==> src/rtcc_regs.svh <==
// register offsets, field positions, reset values and tick counts of the clock trim block
`ifndef RTCC_REGS_SVH
`define RTCC_REGS_SVH
`define RTCC_TRIM_ADDR 8'h07
`define RTCC_TRIM_RESET 8'h80
`define RTCC_OUT_BIT 7
`define RTCC_FREQ_CHECK_BIT 6
`define RTCC_DIR_BIT 5
`define RTCC_MAG_MSB 4
`define RTCC_MAG_LSB 0
`define RTCC_TICKS_NOM 10'h200
`define RTCC_TICKS_SHORT 10'h1FF
`define RTCC_TICKS_LONG 10'h201
`define RTCC_SECS_PER_MIN 6'h3C
`define RTCC_MINS_FAST 4'h8
`define RTCC_MINS_SLOW 4'h0
`define RTCC_XTAL_DIV 64
`define RTCC_PRE_W 6
`endif

==> src/rtcc_pkg.sv <==
// types shared by the clock trim block
package rtcc_pkg;
   typedef struct packed {
      logic [5:0] cnt;
      logic tick;
      logic sq;
   } rtcc_pre_s;

   typedef struct packed {
      logic [9:0] tick_cnt;
      logic [5:0] sec_cnt;
      logic [3:0] min_cnt;
      logic [7:0] trim;
      logic [4:0] mag;
      logic speed_up;
      logic [7:0] rdata;
      logic pin_oe;
      logic sec_pulse;
   } rtcc_state_s;
endpackage

==> src/rtcc_prescale.sv <==
// crystal pulse divider producing the 512 Hz tick and the steady test square wave
`timescale 1ns/1ns
`include "rtcc_regs.svh"
module rtcc_prescale
   import rtcc_pkg::*;
#(
   parameter int TICK_DIV = `RTCC_XTAL_DIV
) (
   input wire logic i_clock,
   input wire logic i_rst,
   input wire logic i_xtal_pulse,
   output logic o_tick,
   output logic o_square
);
   localparam logic [5:0] LAST = 6'(TICK_DIV - 1);
   localparam logic [5:0] HALF = 6'(TICK_DIV / 2);

   rtcc_pre_s st_r;
   rtcc_pre_s st_nxt;

   // refused at elaboration: an odd or oversized divide cannot give an even square wave
   if (TICK_DIV < 2 || TICK_DIV > (1 << `RTCC_PRE_W) || (TICK_DIV % 2) != 0) begin : g_div_check
      $error("TICK_DIV must be even and fit the prescale counter");
   end

   always_comb begin
      st_nxt = st_r;
      st_nxt.tick = 1'b0;
      if (i_xtal_pulse) begin
         st_nxt.cnt = (st_r.cnt == LAST) ? 6'h00 : st_r.cnt + 6'h01;
         st_nxt.tick = (st_r.cnt == LAST);
      end
      // taken before any trim so the test wave never shows short or long seconds
      st_nxt.sq = (st_nxt.cnt >= HALF);
   end

   always_ff @(posedge i_clock or posedge i_rst) begin
      if (i_rst) begin
         st_r <= '0;
      end else begin
         st_r <= st_nxt;
      end
   end

   assign o_tick = st_r.tick;
   assign o_square = st_r.sq;

   chk_tick_div: assert property (
      @(posedge i_clock) disable iff (i_rst)
      (i_xtal_pulse && st_r.cnt == LAST) |=> (o_tick && st_r.cnt == 6'h00))
      else $error("tick not produced at end of crystal divide");

   chk_square_steady: assert property (
      @(posedge i_clock) disable iff (i_rst)
      $changed(o_square) |-> $past(i_xtal_pulse))
      else $error("test square wave moved without a crystal pulse");
endmodule

==> src/rtcc_calib.sv <==
// periodic counter correction of the seconds chain with trim register and shared pin
// Summary of operation
// - nominal second is 512 ticks; long second 513, short second 511
// - magnitude in bits 4..0, direction in bit 5 of trim clock_trim_control
// - speed-up applied once per 8 minutes, slow-down once per 16 minutes
// - speed-up with magnitude N shortens exactly N seconds of one minute
// - seven nominal minutes follow a speed-up corrected minute
// - slow-down with magnitude N lengthens N seconds, then 15 nominal minutes
// - magnitude spans 1 to 31; zero leaves every second nominal
// - frequency test output taken ahead of correction, always steady
// - test bit set, interrupt enable clear and not on backup drives 512 Hz on shared pin
`timescale 1ns/1ns
`include "rtcc_regs.svh"
module rtcc_calib
   import rtcc_pkg::*;
#(
   parameter int TICK_DIV = `RTCC_XTAL_DIV
) (
   input wire logic i_clock,
   input wire logic i_rst,
   input wire logic i_xtal_pulse,
   input wire logic i_reg_wr,
   input wire logic i_reg_rd,
   input wire logic [7:0] i_reg_addr,
   input wire logic [7:0] i_reg_wdata,
   input wire logic i_osc_fail_irq_enable,
   input wire logic i_osc_fail,
   input wire logic i_on_backup,
   input wire logic i_pin_in,
   output logic [7:0] o_reg_rdata,
   output logic o_second_pulse,
   output logic o_freq_check_output,
   output logic o_pin_out,
   output logic o_pin_oe
);
   rtcc_state_s st_r;
   rtcc_state_s st_nxt;
   logic tick;
   logic square;
   logic corr_sec;
   logic [9:0] sec_len;
   logic sec_end;
   logic min_end;
   logic period_end;
   logic pin_level;

   // ticks in the current second, given the latched trim
   function automatic logic [9:0] second_length(input logic corr, input logic up);
      if (!corr) begin
         second_length = `RTCC_TICKS_NOM;
      end else if (up) begin
         second_length = `RTCC_TICKS_SHORT;
      end else begin
         second_length = `RTCC_TICKS_LONG;
      end
   endfunction

   rtcc_prescale #(
      .TICK_DIV(TICK_DIV)
   ) u_prescale (
      .i_clock(i_clock),
      .i_rst(i_rst),
      .i_xtal_pulse(i_xtal_pulse),
      .o_tick(tick),
      .o_square(square)
   );

   always_comb begin
      st_nxt = st_r;
      st_nxt.sec_pulse = 1'b0;
      // minute 0 of each period is the corrected one; mag of zero matches no second
      corr_sec = (st_r.min_cnt == 4'h0) && ({1'b0, st_r.mag} > st_r.sec_cnt);
      sec_len = second_length(corr_sec, st_r.speed_up);
      sec_end = tick && (st_r.tick_cnt == sec_len - 10'h001);
      min_end = sec_end && (st_r.sec_cnt == `RTCC_SECS_PER_MIN - 6'h01);
      // slow period ends when the 4-bit counter reaches 15, which then reloads RTCC_MINS_SLOW
      period_end = min_end && (st_r.speed_up ?
         (st_r.min_cnt == `RTCC_MINS_FAST - 4'h1) : (st_r.min_cnt == 4'hF));

      if (tick) begin
         st_nxt.tick_cnt = sec_end ? 10'h000 : st_r.tick_cnt + 10'h001;
      end
      if (sec_end) begin
         st_nxt.sec_pulse = 1'b1;
         st_nxt.sec_cnt = min_end ? 6'h00 : st_r.sec_cnt + 6'h01;
      end
      if (min_end) begin
         st_nxt.min_cnt = period_end ? `RTCC_MINS_SLOW : st_r.min_cnt + 4'h1;
      end
      // new trim only takes hold at a period boundary so a period is never split
      if (period_end) begin
         st_nxt.mag = st_r.trim[`RTCC_MAG_MSB:`RTCC_MAG_LSB];
         st_nxt.speed_up = st_r.trim[`RTCC_DIR_BIT];
      end

      if (i_reg_wr && i_reg_addr == `RTCC_TRIM_ADDR) begin
         st_nxt.trim = i_reg_wdata;
      end
      if (i_reg_rd) begin
         st_nxt.rdata = (i_reg_addr == `RTCC_TRIM_ADDR) ? st_r.trim : 8'h00;
      end

      // shared pin priority: backup forces the output bit, then interrupt, then test
      if (i_on_backup) begin
         pin_level = st_r.trim[`RTCC_OUT_BIT];
      end else if (i_osc_fail_irq_enable) begin
         pin_level = ~i_osc_fail;
      end else if (st_r.trim[`RTCC_FREQ_CHECK_BIT]) begin
         pin_level = square;
      end else begin
         pin_level = st_r.trim[`RTCC_OUT_BIT];
      end
      st_nxt.pin_oe = ~pin_level;
   end

   always_ff @(posedge i_clock or posedge i_rst) begin
      if (i_rst) begin
         st_r <= '0;
         st_r.trim <= `RTCC_TRIM_RESET;
      end else begin
         st_r <= st_nxt;
      end
   end

   assign o_reg_rdata = st_r.rdata;
   assign o_second_pulse = st_r.sec_pulse;
   assign o_freq_check_output = square;
   // open-drain pad: data is always low, only the enable moves; read-back is not needed here
   assign o_pin_out = 1'b0;
   assign o_pin_oe = st_r.pin_oe;

   chk_short_second: assert property (
      @(posedge i_clock) disable iff (i_rst)
      (tick && st_r.tick_cnt == 10'h1FE && st_r.min_cnt == 4'h0 && st_r.speed_up
         && {1'b0, st_r.mag} > st_r.sec_cnt) |=> (st_r.tick_cnt == 10'h000 && o_second_pulse))
      else $error("short second did not end at 511 ticks");

   chk_long_second: assert property (
      @(posedge i_clock) disable iff (i_rst)
      (tick && st_r.tick_cnt == 10'h1FF && st_r.min_cnt == 4'h0 && !st_r.speed_up
         && {1'b0, st_r.mag} > st_r.sec_cnt) |=> (st_r.tick_cnt == 10'h200 && !o_second_pulse))
      else $error("long second ended before 513 ticks");

   chk_nominal_second: assert property (
      @(posedge i_clock) disable iff (i_rst)
      (tick && st_r.tick_cnt == 10'h1FF && (st_r.min_cnt != 4'h0
         || {1'b0, st_r.mag} <= st_r.sec_cnt)) |=> (st_r.tick_cnt == 10'h000 && o_second_pulse))
      else $error("uncorrected second was not 512 ticks");

   chk_zero_mag: assert property (
      @(posedge i_clock) disable iff (i_rst)
      (st_r.mag == 5'h00) |-> (st_r.tick_cnt <= 10'h1FF))
      else $error("zero magnitude produced a long second");

   chk_fast_period: assert property (
      @(posedge i_clock) disable iff (i_rst)
      (st_r.speed_up && $stable(st_r.speed_up)) |-> (st_r.min_cnt <= 4'h7))
      else $error("speed-up period exceeded eight minutes");

   chk_trim_write: assert property (
      @(posedge i_clock) disable iff (i_rst)
      (i_reg_wr && i_reg_addr == `RTCC_TRIM_ADDR) |=> (st_r.trim == $past(i_reg_wdata)))
      else $error("trim register write not stored");

   chk_trim_sample: assert property (
      @(posedge i_clock) disable iff (i_rst)
      ($changed(st_r.mag) || $changed(st_r.speed_up)) |->
         (st_r.min_cnt == 4'h0 && st_r.sec_cnt == 6'h00 && st_r.tick_cnt == 10'h000))
      else $error("trim taken outside a period boundary");

   chk_pin_test: assert property (
      @(posedge i_clock) disable iff (i_rst)
      (!i_on_backup && !i_osc_fail_irq_enable && st_r.trim[`RTCC_FREQ_CHECK_BIT])
         |=> (o_pin_oe == ~$past(square)))
      else $error("shared pin did not follow test square wave");

   chk_pulse_single: assert property (
      @(posedge i_clock) disable iff (i_rst)
      o_second_pulse |=> !o_second_pulse)
      else $error("second pulse lasted more than one cycle");

   chk_tick_bound: assert property (
      @(posedge i_clock) disable iff (i_rst)
      st_r.tick_cnt <= `RTCC_TICKS_LONG - 10'h001)
      else $error("tick count ran past the longest second");

   chk_zero_no_short: assert property (
      @(posedge i_clock) disable iff (i_rst)
      (tick && st_r.tick_cnt == 10'h1FE && st_r.mag == 5'h00) |=> (st_r.tick_cnt == 10'h1FF))
      else $error("zero magnitude produced a short second");

   chk_read_trim: assert property (
      @(posedge i_clock) disable iff (i_rst)
      (i_reg_rd && i_reg_addr == `RTCC_TRIM_ADDR) |=> (o_reg_rdata == $past(st_r.trim)))
      else $error("trim register read returned wrong data");

   chk_read_other: assert property (
      @(posedge i_clock) disable iff (i_rst)
      (i_reg_rd && i_reg_addr != `RTCC_TRIM_ADDR) |=> (o_reg_rdata == 8'h00))
      else $error("unmapped register read was not zero");

   chk_rdata_hold: assert property (
      @(posedge i_clock) disable iff (i_rst)
      !i_reg_rd |=> $stable(o_reg_rdata))
      else $error("read data changed without a read");

   chk_pin_irq: assert property (
      @(posedge i_clock) disable iff (i_rst)
      (!i_on_backup && i_osc_fail_irq_enable) |=> (o_pin_oe == $past(i_osc_fail)))
      else $error("interrupt did not take the shared pin");

   chk_pin_backup: assert property (
      @(posedge i_clock) disable iff (i_rst)
      i_on_backup |=> (o_pin_oe == !$past(st_r.trim[`RTCC_OUT_BIT])))
      else $error("backup supply did not leave the output bit on the pin");
endmodule

==> config.mk <==
export PLATFORM = sky130hd
export DESIGN_NAME = rtcc_calib
export DESIGN_NICKNAME = d
export VERILOG_FILES = /design/src/rtcc_pkg.sv /design/src/rtcc_prescale.sv /design/src/rtcc_calib.sv
export VERILOG_INCLUDE_DIRS = /design/src
export SDC_FILE = /design/constraint.sdc
export NUM_CORES = 1
export LEC_CHECK = 0
export BUFFER_PORTS_ARGS = -buffer_cell sky130_fd_sc_hd__buf_2
export CAP_MARGIN = 10
export CELL_PAD_IN_SITES_DETAIL_PLACEMENT = 1
export CELL_PAD_IN_SITES_GLOBAL_PLACEMENT = 1
export CORE_MARGIN = 2
export CORE_UTILIZATION = 40
export DETAILED_ROUTE_END_ITERATION = 12
export PLACE_DENSITY_LB_ADDON = 0.1
export SLEW_MARGIN = 20
export SYNTH_ARGS = -nofsm -noshare
export SYNTH_HDL_FRONTEND = slang
export SYNTH_HIERARCHICAL = 1
export SYNTH_SLANG_ARGS = --single-unit
==> constraint.sdc <==
create_clock -name i_clock -period 2.75 [get_ports i_clock]
set_input_delay 0.1375 -clock i_clock [delete_from_list [all_inputs] [get_ports i_clock]]
set_output_delay 0.1375 -clock i_clock [all_outputs]
set_load 0.1 [all_outputs]
==> results of run 1 <==
cells by family after synthesis:
group	count (synthesis)	share of synthesized area
XOR/XNOR	12	0.0409
multiplexers	18	0.0798
flip-flops	52	0.507
buffers and inverters	32	0.0604
AO/OA/AOI/OAI	38	0.0910
other	1	0.00146
AND/OR/NAND/NOR	81	0.171
adder cells (fa/ha/maj)	10	0.0487
report_power, final:
group / switching [W] / internal, W
sequential: 0.0000555 / 0.000828
combinational: 0.000140 / 0.0000806
clock: 0.000264 / 0.000270
metal layers:
layer / vias up / track usage
met3: 4 / 0.0374
met1: 908 / 0.218
met5: - / 0
li1: 909 / -
met4: 0 / 0.0528
met2: 32 / 0.255
registers in the layout, indices dropped and copies added (netlist names):
signal / count
o_pin_oe: 1
st_r: 34
u_prescale/st_r: 6
u_prescale/o_tick: 1
o_reg_rdata: 8
u_prescale/o_square: 1
o_second_pulse: 1
layout by cell type (no fill, tap or decap), types with 2 or more instances in the layout:
cell	n
dfrtp_1	51
buf_2	34
nor2_1	20
inv_1	18
nand3_1	17
o21ai_0	17
nand2_1	14
mux2_2	10
ha_1	10
mux2_1	7
xor2_1	6
xnor2_1	6
a21oi_1	5
nand4_1	5
o31ai_1	5
clkbuf_8	5
nor2b_1	4
buf_4	4
or3_1	3
o21ai_1	3
nand2b_1	3
a211oi_1	2
and3_1	2
nor4_1	2
clkinv_2	2
metrics by stage:
stage | utilization | setup WS [ns] | hold WS, ns
6_report | 0.464 | 0.287 | 0.0417
5_1_grt | 0.464 | 0.112 | 0.0457
4_1_cts | 0.464 | 0.268 | 0.0245
3_5_place_dp | 0.445 | 0.269 | 0.114
3_3_place_gp | 0.445 | 0.325 | 0.116
2_1_floorplan | - | 0.0977 | -0.0468
repair_timing:
item / CTS / global route
resized for setup: 0 / 0
endpoints found under the hold margin: 8 / 0
hold buffers: 1 / 0
setup endpoints to repair: 0 / 0
worst paths after layout:
check                      cells after the start  slack [ns]            endpoint
max                                            9        0.29            st_r[13]
min                                            2        0.04            o_pin_oe
max reg2reg                                    9        0.29            st_r[13]
min reg2reg                                    1        0.51            st_r[14]
max in group asynchronous                      3        1.55            st_r[17]
min in group asynchronous                      3        0.33  u_prescale/st_r[4]
cell type report:
class / instances / area (µm²)
Clock buffer: 5 / 68.8
Clock inverter: 3 / 42.5
Fill cell: 710 / 3360
Inverter: 21 / 80.1
Multi-Input combinational cell: 160 / 1110
Sequential cell: 52 / 1300
Tap cell: 77 / 96.3
Timing Repair Buffer: 39 / 210
==> qor.yml, run 1 <==
detailed_routing:
  avgViaCountPerCell: 5.19
  final_antenna_net_count: 0
  routed.top_layer: "met4"
  route.met3.wl_um: 232
  post_drt_wl_per_cell_um: 14.1
  wl_met1_mm: 2.44
  route.detailed.drc: 0
  wl_met2_mm: 2.33
  first_iter_violations: 33
  drt_wl_total_mm: 5.05
  via_count: 1853
  first_pass_iters: 4
worst_setup_path:
  crit_path_end_kind: "register"
  critPathBufInv: 2
  path_class: "register to register"
  r2r_start: "st_r[31]"
  cp_slowest_cell: "or3_1"
  crit_start: "st_r[31]"
  path_cells: "inv_1, ha_1, a211oi_1, or3_1, a211oi_4, mux2i_2, clkinv_2, nand4_4, mux2_1"
  critical-path-max-stage-delay_ns: 0.39
  crit_required_ns: 2.94
  critPathLaunchType: "register"
  cp_top_family: "multiplexers"
  path_max_fanout: 6
  cp_data_arrival_time_ns: 2.65
global_routing:
  antenna_found_initial: 0
  gr-total-overflow: 0
  grt_usage: 0.160
  grt_start_max_net_pins: 45
  grt_pass1_wl_mm: 9.18
  first_global_vias: 1973
power:
  powerDensity_nw_per_um2: 562
  power_w: 0.00164
  leakage_nw: 1.38
  ir_drop_uv: 430
yosys:
  synthTopCellsByArea: "dfrtp_1 50%, ha_1 4.9%, mux2_2 4.4%"
  postSynthAreaPerCell_um2: 10.5
  dominantRegCellSynth: "dfrtp_1"
  yosysTopAreaCellShare: 0.497
  syn_nets: 279
  synth_cells: 244
  syn_area_um2: 2570
  ys_ff_latch: 52
  yosys_warnings: 6
  yosysSeqAreaShare: 0.507
  synth_edf_count: 0
  yosysMostFrequentCell: "dfrtp_1"
  ys_top_cells_by_count: "51 x dfrtp_1, 20 x nor2_1, 19 x inv_1"
  ys_async_sr_fraction: 1.00
  yosysTopAreaCell: "dfrtp_1"
  synth_cell_types: 45
sta:
  slew_viol_final: 0
  fin_crit_ns: 2.46
  finalSetupViolations: 0
  rsz0062_at_grt: "false"
  relSlewSlack: 0.373
  finalCritPeriodShare: 0.896
  hold_viol_final: 0
  tns_ns: 0
  fin_worst_skew_ns: 0.00487
  clock.fmax_mhz: 406
  worstMarginPinSlew_ns: 0.941
cts:
  insertion_delay_ns: 0.30
  clk_path_buf_depth: 2
  cts-root-buf: "clkbuf_8"
  htree_levels: 2
  cts_tree: "yes"
  post_cts_buffers: 0
  cts.clk_slew.worst_paths_ns: 0.10
  cts_sinks: 52
  cts_made_buffers: 5
floorplan:
  die_w_um: 84.2
  row_count: 29
  core-area_um2: 6280
  initial_core_util: 0.409
  dieArea_um2: 7080
  ios: 37
  die-height_um: 84.2
worst_hold_path:
  hold_path.startpoint: "i_on_backup"
  hold_class: "primary input to register"
layout:
  insertedDiodeCount: 0
  nNetsFinal: 314
  layout.cells.non_filler: 357
  syn2layout_area_growth_pct: 13.3
  stdcell_area_um2: 2910
  post_route_cells_drive_above_1_share: 0.232
status:
  outcome: "completed"
placement:
  dp_hpwl_mm: 3.67
  port_buffers: 34
  post-place-cells: 348
  place.gp.congestion: 0.742
  detailed_place.area_um2: 2790
run:
  maxCapViolCount: 0
Note: power is estimated with default switching activity, not from simulation.
==> run 2, diff against run 1 <==
--- a/config.mk
+++ b/config.mk
@@ -13,7 +13,7 @@
 export CORE_MARGIN = 2
 export CORE_UTILIZATION = 40
 export DETAILED_ROUTE_END_ITERATION = 12
-export PLACE_DENSITY_LB_ADDON = 0.1
+export PLACE_DENSITY = 0.84
 export SLEW_MARGIN = 20
 export SYNTH_ARGS = -nofsm -noshare
 export SYNTH_HDL_FRONTEND = slang
==> run 2 against run 1 <==
  * Utilization fell by 0.060 points
  * Total power is 0.47% higher
  * Via count up 0.43%
  * Critical endpoint is now st_r[10]
  * Die area stayed put
  * Highest routed layer unchanged
==> qor.yml, run 2 (synthesized netlist as in run 1, its figures left out) <==
cts:
  insertion_delay_ns: 0.31
  cts.clk_slew.worst_paths_ns: 0.09
  cts_sinks: 52
  htree_levels: 2
  post_cts_buffers: 0
  clk_path_buf_depth: 2
  cts_tree: "yes"
  cts_made_buffers: 5
  cts-root-buf: "clkbuf_8"
run:
  maxCapViolCount: 0
global_routing:
  first_global_vias: 2083
  grt_pass1_wl_mm: 9.80
  antenna_found_initial: 0
  grt_start_max_net_pins: 28
  gr-total-overflow: 0
  grt_usage: 0.173
floorplan:
  core-area_um2: 6280
  dieArea_um2: 7080
  die_w_um: 84.2
  die-height_um: 84.2
  ios: 37
  row_count: 29
  initial_core_util: 0.409
worst_setup_path:
  worstSetupEndpoint: "st_r[10]"
  r2r_start: "st_r[31]"
  reg2reg_to: "st_r[10]"
  path_class: "register to register"
  crit_start: "st_r[31]"
  crit_path_end_kind: "register"
  critPathLaunchType: "register"
  crit_required_ns: 2.95
  r2r_slack_ns: 0.14
  path_max_fanout: 6
  rr_worst_depth: 9
  cp_data_arrival_time_ns: 2.82
layout:
  syn2layout_area_growth_pct: 13.2
  largest_reg_flops: 34
  final_common_cell: "dfrtp_1"
  layout.cells.non_filler: 357
  mostFrequentLayoutCells: "51 x dfrtp_1, 34 x buf_2, 20 x nor2_1"
  insertedDiodeCount: 0
  nNetsFinal: 314
  post_route_cells_drive_above_1_share: 0.229
  top_register: "st_r"
sta:
  fin_crit_ns: 2.61
  slew_viol_final: 0
  tns_ns: 0
  fin_worst_skew_ns: 0.00713
  relSlewSlack: 0.616
  worstMarginPinSlew_ns: 0.575
  clock.fmax_mhz: 383
  rsz0062_at_grt: "false"
  finalCritPeriodShare: 0.951
  hold_viol_final: 0
  finalSetupViolations: 0
detailed_routing:
  avgViaCountPerCell: 5.21
  final_antenna_net_count: 0
  post_drt_wl_per_cell_um: 15.5
  route.met3.wl_um: 111
  first_iter_violations: 67
  routed.top_layer: "met4"
  first_pass_iters: 4
  drt_wl_total_mm: 5.55
  wl_met2_mm: 3.04
  wl_met1_mm: 2.28
  via_count: 1861
  route.detailed.drc: 0
placement:
  port_buffers: 34
  dp_hpwl_mm: 4.19
  place.gp.congestion: 0.771
  post-place-cells: 348
power:
  powerDensity_nw_per_um2: 566
  leakage_nw: 1.38
  ir_drop_uv: 399
worst_hold_path:
  hold_class: "primary input to register"
status:
  outcome: "completed"
## run 2: cell count changes in the layout (fill, tap and decap cells not counted)
cell	previous run	this run
clkbuf_1	0	1
clkinvlp_4	1	0
## run 2: power breakdown
part,internal [W],switching [W]
logic,0.0000819,0.000149
clock network,0.000271,0.000256
registers,0.000828,0.0000601
total,0.00118,0.000465
## run 2: how the worst min path moves through the flow
stage               cells after the start        start                   to
finish                                  2  i_on_backup             o_pin_oe
global route                            2  i_on_backup             o_pin_oe
CTS                                     2  i_on_backup             o_pin_oe
detailed placement                      2        i_rst   u_prescale/st_r[2]
global placement                        2        i_rst   u_prescale/st_r[2]
floorplan                               1        i_rst  u_prescale/o_square
## run 2: what timing repair did
action | 4_1_cts | 5_1_grt
hold buffers | 1 | 0
hold endpoints to repair | 33 | 0
resized for setup | 0 | 0
## run 2: routing by layer
| metal | up-vias | global-route usage |
|---|---|---|
| li1 | 902 | - |
| met1 | 927 | 0.201 |
| met2 | 22 | 0.316 |
| met3 | 10 | 0.0334 |
| met4 | 0 | 0.0616 |
| met5 | - | 0 |
## run 2: per-stage QoR
stage	setup WS, ns	hold WS, ns	cell area [µm²]	power (W)	utilization
finish	0.136	0.0335	2910	0.00165	0.463
global route	0.0228	0.0254	2910	0.00173	0.463
CTS	0.122	0.0156	2910	0.00166	0.463
detailed placement	0.145	0.108	2790	0.00113	0.445
global placement	0.267	0.104	2790	0.00111	0.445
floorplan	0.0977	-0.0468	2570	0.00106	-
## run 2: worst max-delay path, stage by stage, from the launching register on
cell,delay [ns]
dfrtp_1,0.44
inv_1,0.08
ha_1,0.30
a211oi_1,0.07
or3_1,0.40
a211oi_4,0.29
mux2i_2,0.29
clkinv_2,0.12
nand4_4,0.16
mux2_2,0.36
## run 2: final cells by class
class / instances / area, µm²
sequential: 52 / 1300
timing repair buffer: 39 / 210
inverter: 21 / 80.1
multi-input combinational: 160 / 1110
clock buffer: 6 / 72.6
fill: 723 / 3370
clock inverter: 2 / 35.0
tap: 77 / 96.3
==> run 3, diff against run 2 <==
--- a/config.mk
+++ b/config.mk
@@ -8,9 +8,9 @@
 export LEC_CHECK = 0
 export BUFFER_PORTS_ARGS = -buffer_cell sky130_fd_sc_hd__buf_2
 export CAP_MARGIN = 10
-export CELL_PAD_IN_SITES_DETAIL_PLACEMENT = 1
+export CELL_PAD_IN_SITES_DETAIL_PLACEMENT = 0
 export CELL_PAD_IN_SITES_GLOBAL_PLACEMENT = 1
-export CORE_MARGIN = 2
+export CORE_ASPECT_RATIO = 0.6
 export CORE_UTILIZATION = 40
 export DETAILED_ROUTE_END_ITERATION = 12
 export PLACE_DENSITY = 0.84
==> run 3 against run 2 <==
  * Register-to-register slack improved by 0.03 ns
  * Design area increased by 0.95%
  * Utilization increased by 1.3 points
  * Flip-flop and latch count unchanged
  * Largest power group unchanged
==> qor.yml, run 3 (synthesized netlist as in run 1, its figures left out) <==
status:
  outcome: "completed"
worst_setup_path:
  path_class: "register to register"
  critical-path-max-stage-delay_ns: 0.43
  cp_top_family: "multiplexers"
  r2r_slack_ns: 0.16
  rr_worst_depth: 9
  critPathLaunchType: "register"
  critPathBufInv: 2
  path_cells: "inv_1, ha_1, a211oi_1, or3_1, a211oi_4, mux2i_2, clkinv_2, nand4_4, mux2_2"
  path_max_fanout: 6
  crit_path_end_kind: "register"
  r2r_start: "st_r[31]"
  crit_required_ns: 2.96
  cp_slowest_cell: "dfrtp_1"
  cp_data_arrival_time_ns: 2.80
  reg2reg_to: "st_r[10]"
cts:
  post_cts_resized: 0
  cts_made_buffers: 5
  htree_levels: 2
  clk_path_buf_depth: 2
  cts.clk_slew.worst_paths_ns: 0.10
  cts_sinks: 52
  cts_tree: "yes"
  insertion_delay_ns: 0.32
  cts-root-buf: "clkbuf_8"
  post_cts_buffers: 0
floorplan:
  dieArea_um2: 6760
  initial_core_util: 0.417
  die_w_um: 105
  ios: 37
  core-area_um2: 6170
  row_count: 22
  die-height_um: 64.1
global_routing:
  grt_start_max_net_pins: 34
  gr-total-overflow: 0
  first_global_vias: 1746
  grt_pass1_wl_mm: 8.16
  grt_usage: 0.157
  antenna_found_initial: 0
layout:
  syn2layout_area_growth_pct: 14.3
  nNetsFinal: 314
  nFillCells: 596
  insertedDiodeCount: 0
  final_common_cell: "dfrtp_1"
  mostFrequentLayoutCells: "51 x dfrtp_1, 34 x buf_2, 20 x nor2_1"
  top_register: "st_r"
  layout.cells.non_filler: 364
  largest_reg_flops: 34
  fin_util: 0.476
  post_route_cells_drive_above_1_share: 0.229
detailed_routing:
  first_pass_iters: 4
  first_iter_violations: 88
  avgViaCountPerCell: 4.93
  drt_wl_total_mm: 4.61
  route.detailed.drc: 0
  post_drt_wl_per_cell_um: 12.7
  via_count: 1796
  final_antenna_net_count: 0
worst_hold_path:
  hold_class: "primary input to register"
  hold_path.startpoint: "i_on_backup"
  worstHoldEndpoint: "o_pin_oe"
  worstHoldPathCells: 2
sta:
  finalCritPeriodShare: 0.941
  hold_viol_final: 0
  fin_crit_ns: 2.59
  setup_slack_ns: 0.163
  clock.fmax_mhz: 387
  finalSetupViolations: 0
  fin_worst_skew_ns: 0.0130
  rsz0062_at_grt: "false"
  slew_viol_final: 0
  tns_ns: 0
placement:
  post-place-cells: 355
  pre_cts_ws_ns: 0.187
  place.gp.congestion: 0.761
  port_buffers: 34
  dp_hpwl_mm: 3.32
power:
  p_sw_frac: 0.267
  ir_drop_uv: 538
  powerDensity_nw_per_um2: 571
  internal_power_w: 0.00123
  pwr-share-seq: 0.526
  switchingPower_w: 0.000447
  power_w: 0.00168
  leakage_nw: 1.39
  p_comb_frac: 0.129
  p_clk_frac: 0.344
run:
  maxCapViolCount: 0
run 3: changes by cell type in the layout (fill, tap and decap cells not counted), sizes merged:
cell | before | now
clkbuf | 6 | 7
inv | 19 | 18
run 3: worst register-to-register path, cell delays in order, from the launching register on:
cell	delay [ns]
dfrtp_1	0.43
inv_1	0.08
ha_1	0.29
a211oi_1	0.06
or3_1	0.41
a211oi_4	0.30
mux2i_2	0.30
clkinv_2	0.11
nand4_4	0.16
mux2_2	0.35
run 3: worst max path at each step:
stage,start,end,slack (ns),cells after the start
2_1_floorplan,st_r[31],st_r[10],0.1,9
3_3_place_gp,st_r[31],st_r[10],0.25,9
3_5_place_dp,st_r[31],st_r[13],0.19,9
4_1_cts,st_r[31],st_r[13],0.16,9
5_1_grt,st_r[31],st_r[13],0.05,9
6_report,st_r[31],st_r[10],0.16,9
run 3: cell type report:
class	count	area, µm²	share of cell area
sequential	52	1300	0.444
clock buffer	7	96.3	0.0328
tap	84	105	0.0358
multi-input combinational	160	1110	0.379
inverter	21	80.1	0.0273
timing repair buffer	39	210	0.0716
clock inverter	1	30.0	0.0102
run 3: layer usage:
layer	wire length, µm	GRT usage	vias to the layer above	share of wire
met5	0	0	-	0
met4	69	0.0581	0	0.015
met3	174	0.0459	8	0.038
met2	1860	0.219	23	0.40
met1	2510	0.227	862	0.54
li1	-	-	903	-
run 3: power by group through the flow:
stage                     Clock, W  Sequential [W]  Combinational (W)
final                     0.000578        0.000883           0.000217
after global placement           0        0.000896           0.000216
after global routing      0.000618        0.000894           0.000244
after detailed placement         0        0.000897           0.000220
after floorplan                  0        0.000947           0.000115
after CTS                 0.000593        0.000884           0.000220
run 3: metrics by stage:
step	instance area, µm²	hold WS, ns
after global routing	2940	0.0270
after floorplan	2570	-0.0468
final	2940	0.0210
after detailed placement	2800	0.106
after CTS	2940	0.0160
after global placement	2800	0.103
run 3: repair_timing:
item,CTS,global route
endpoints found under the hold margin,19,0
setup endpoints to repair,0,0
hold buffers,1,0
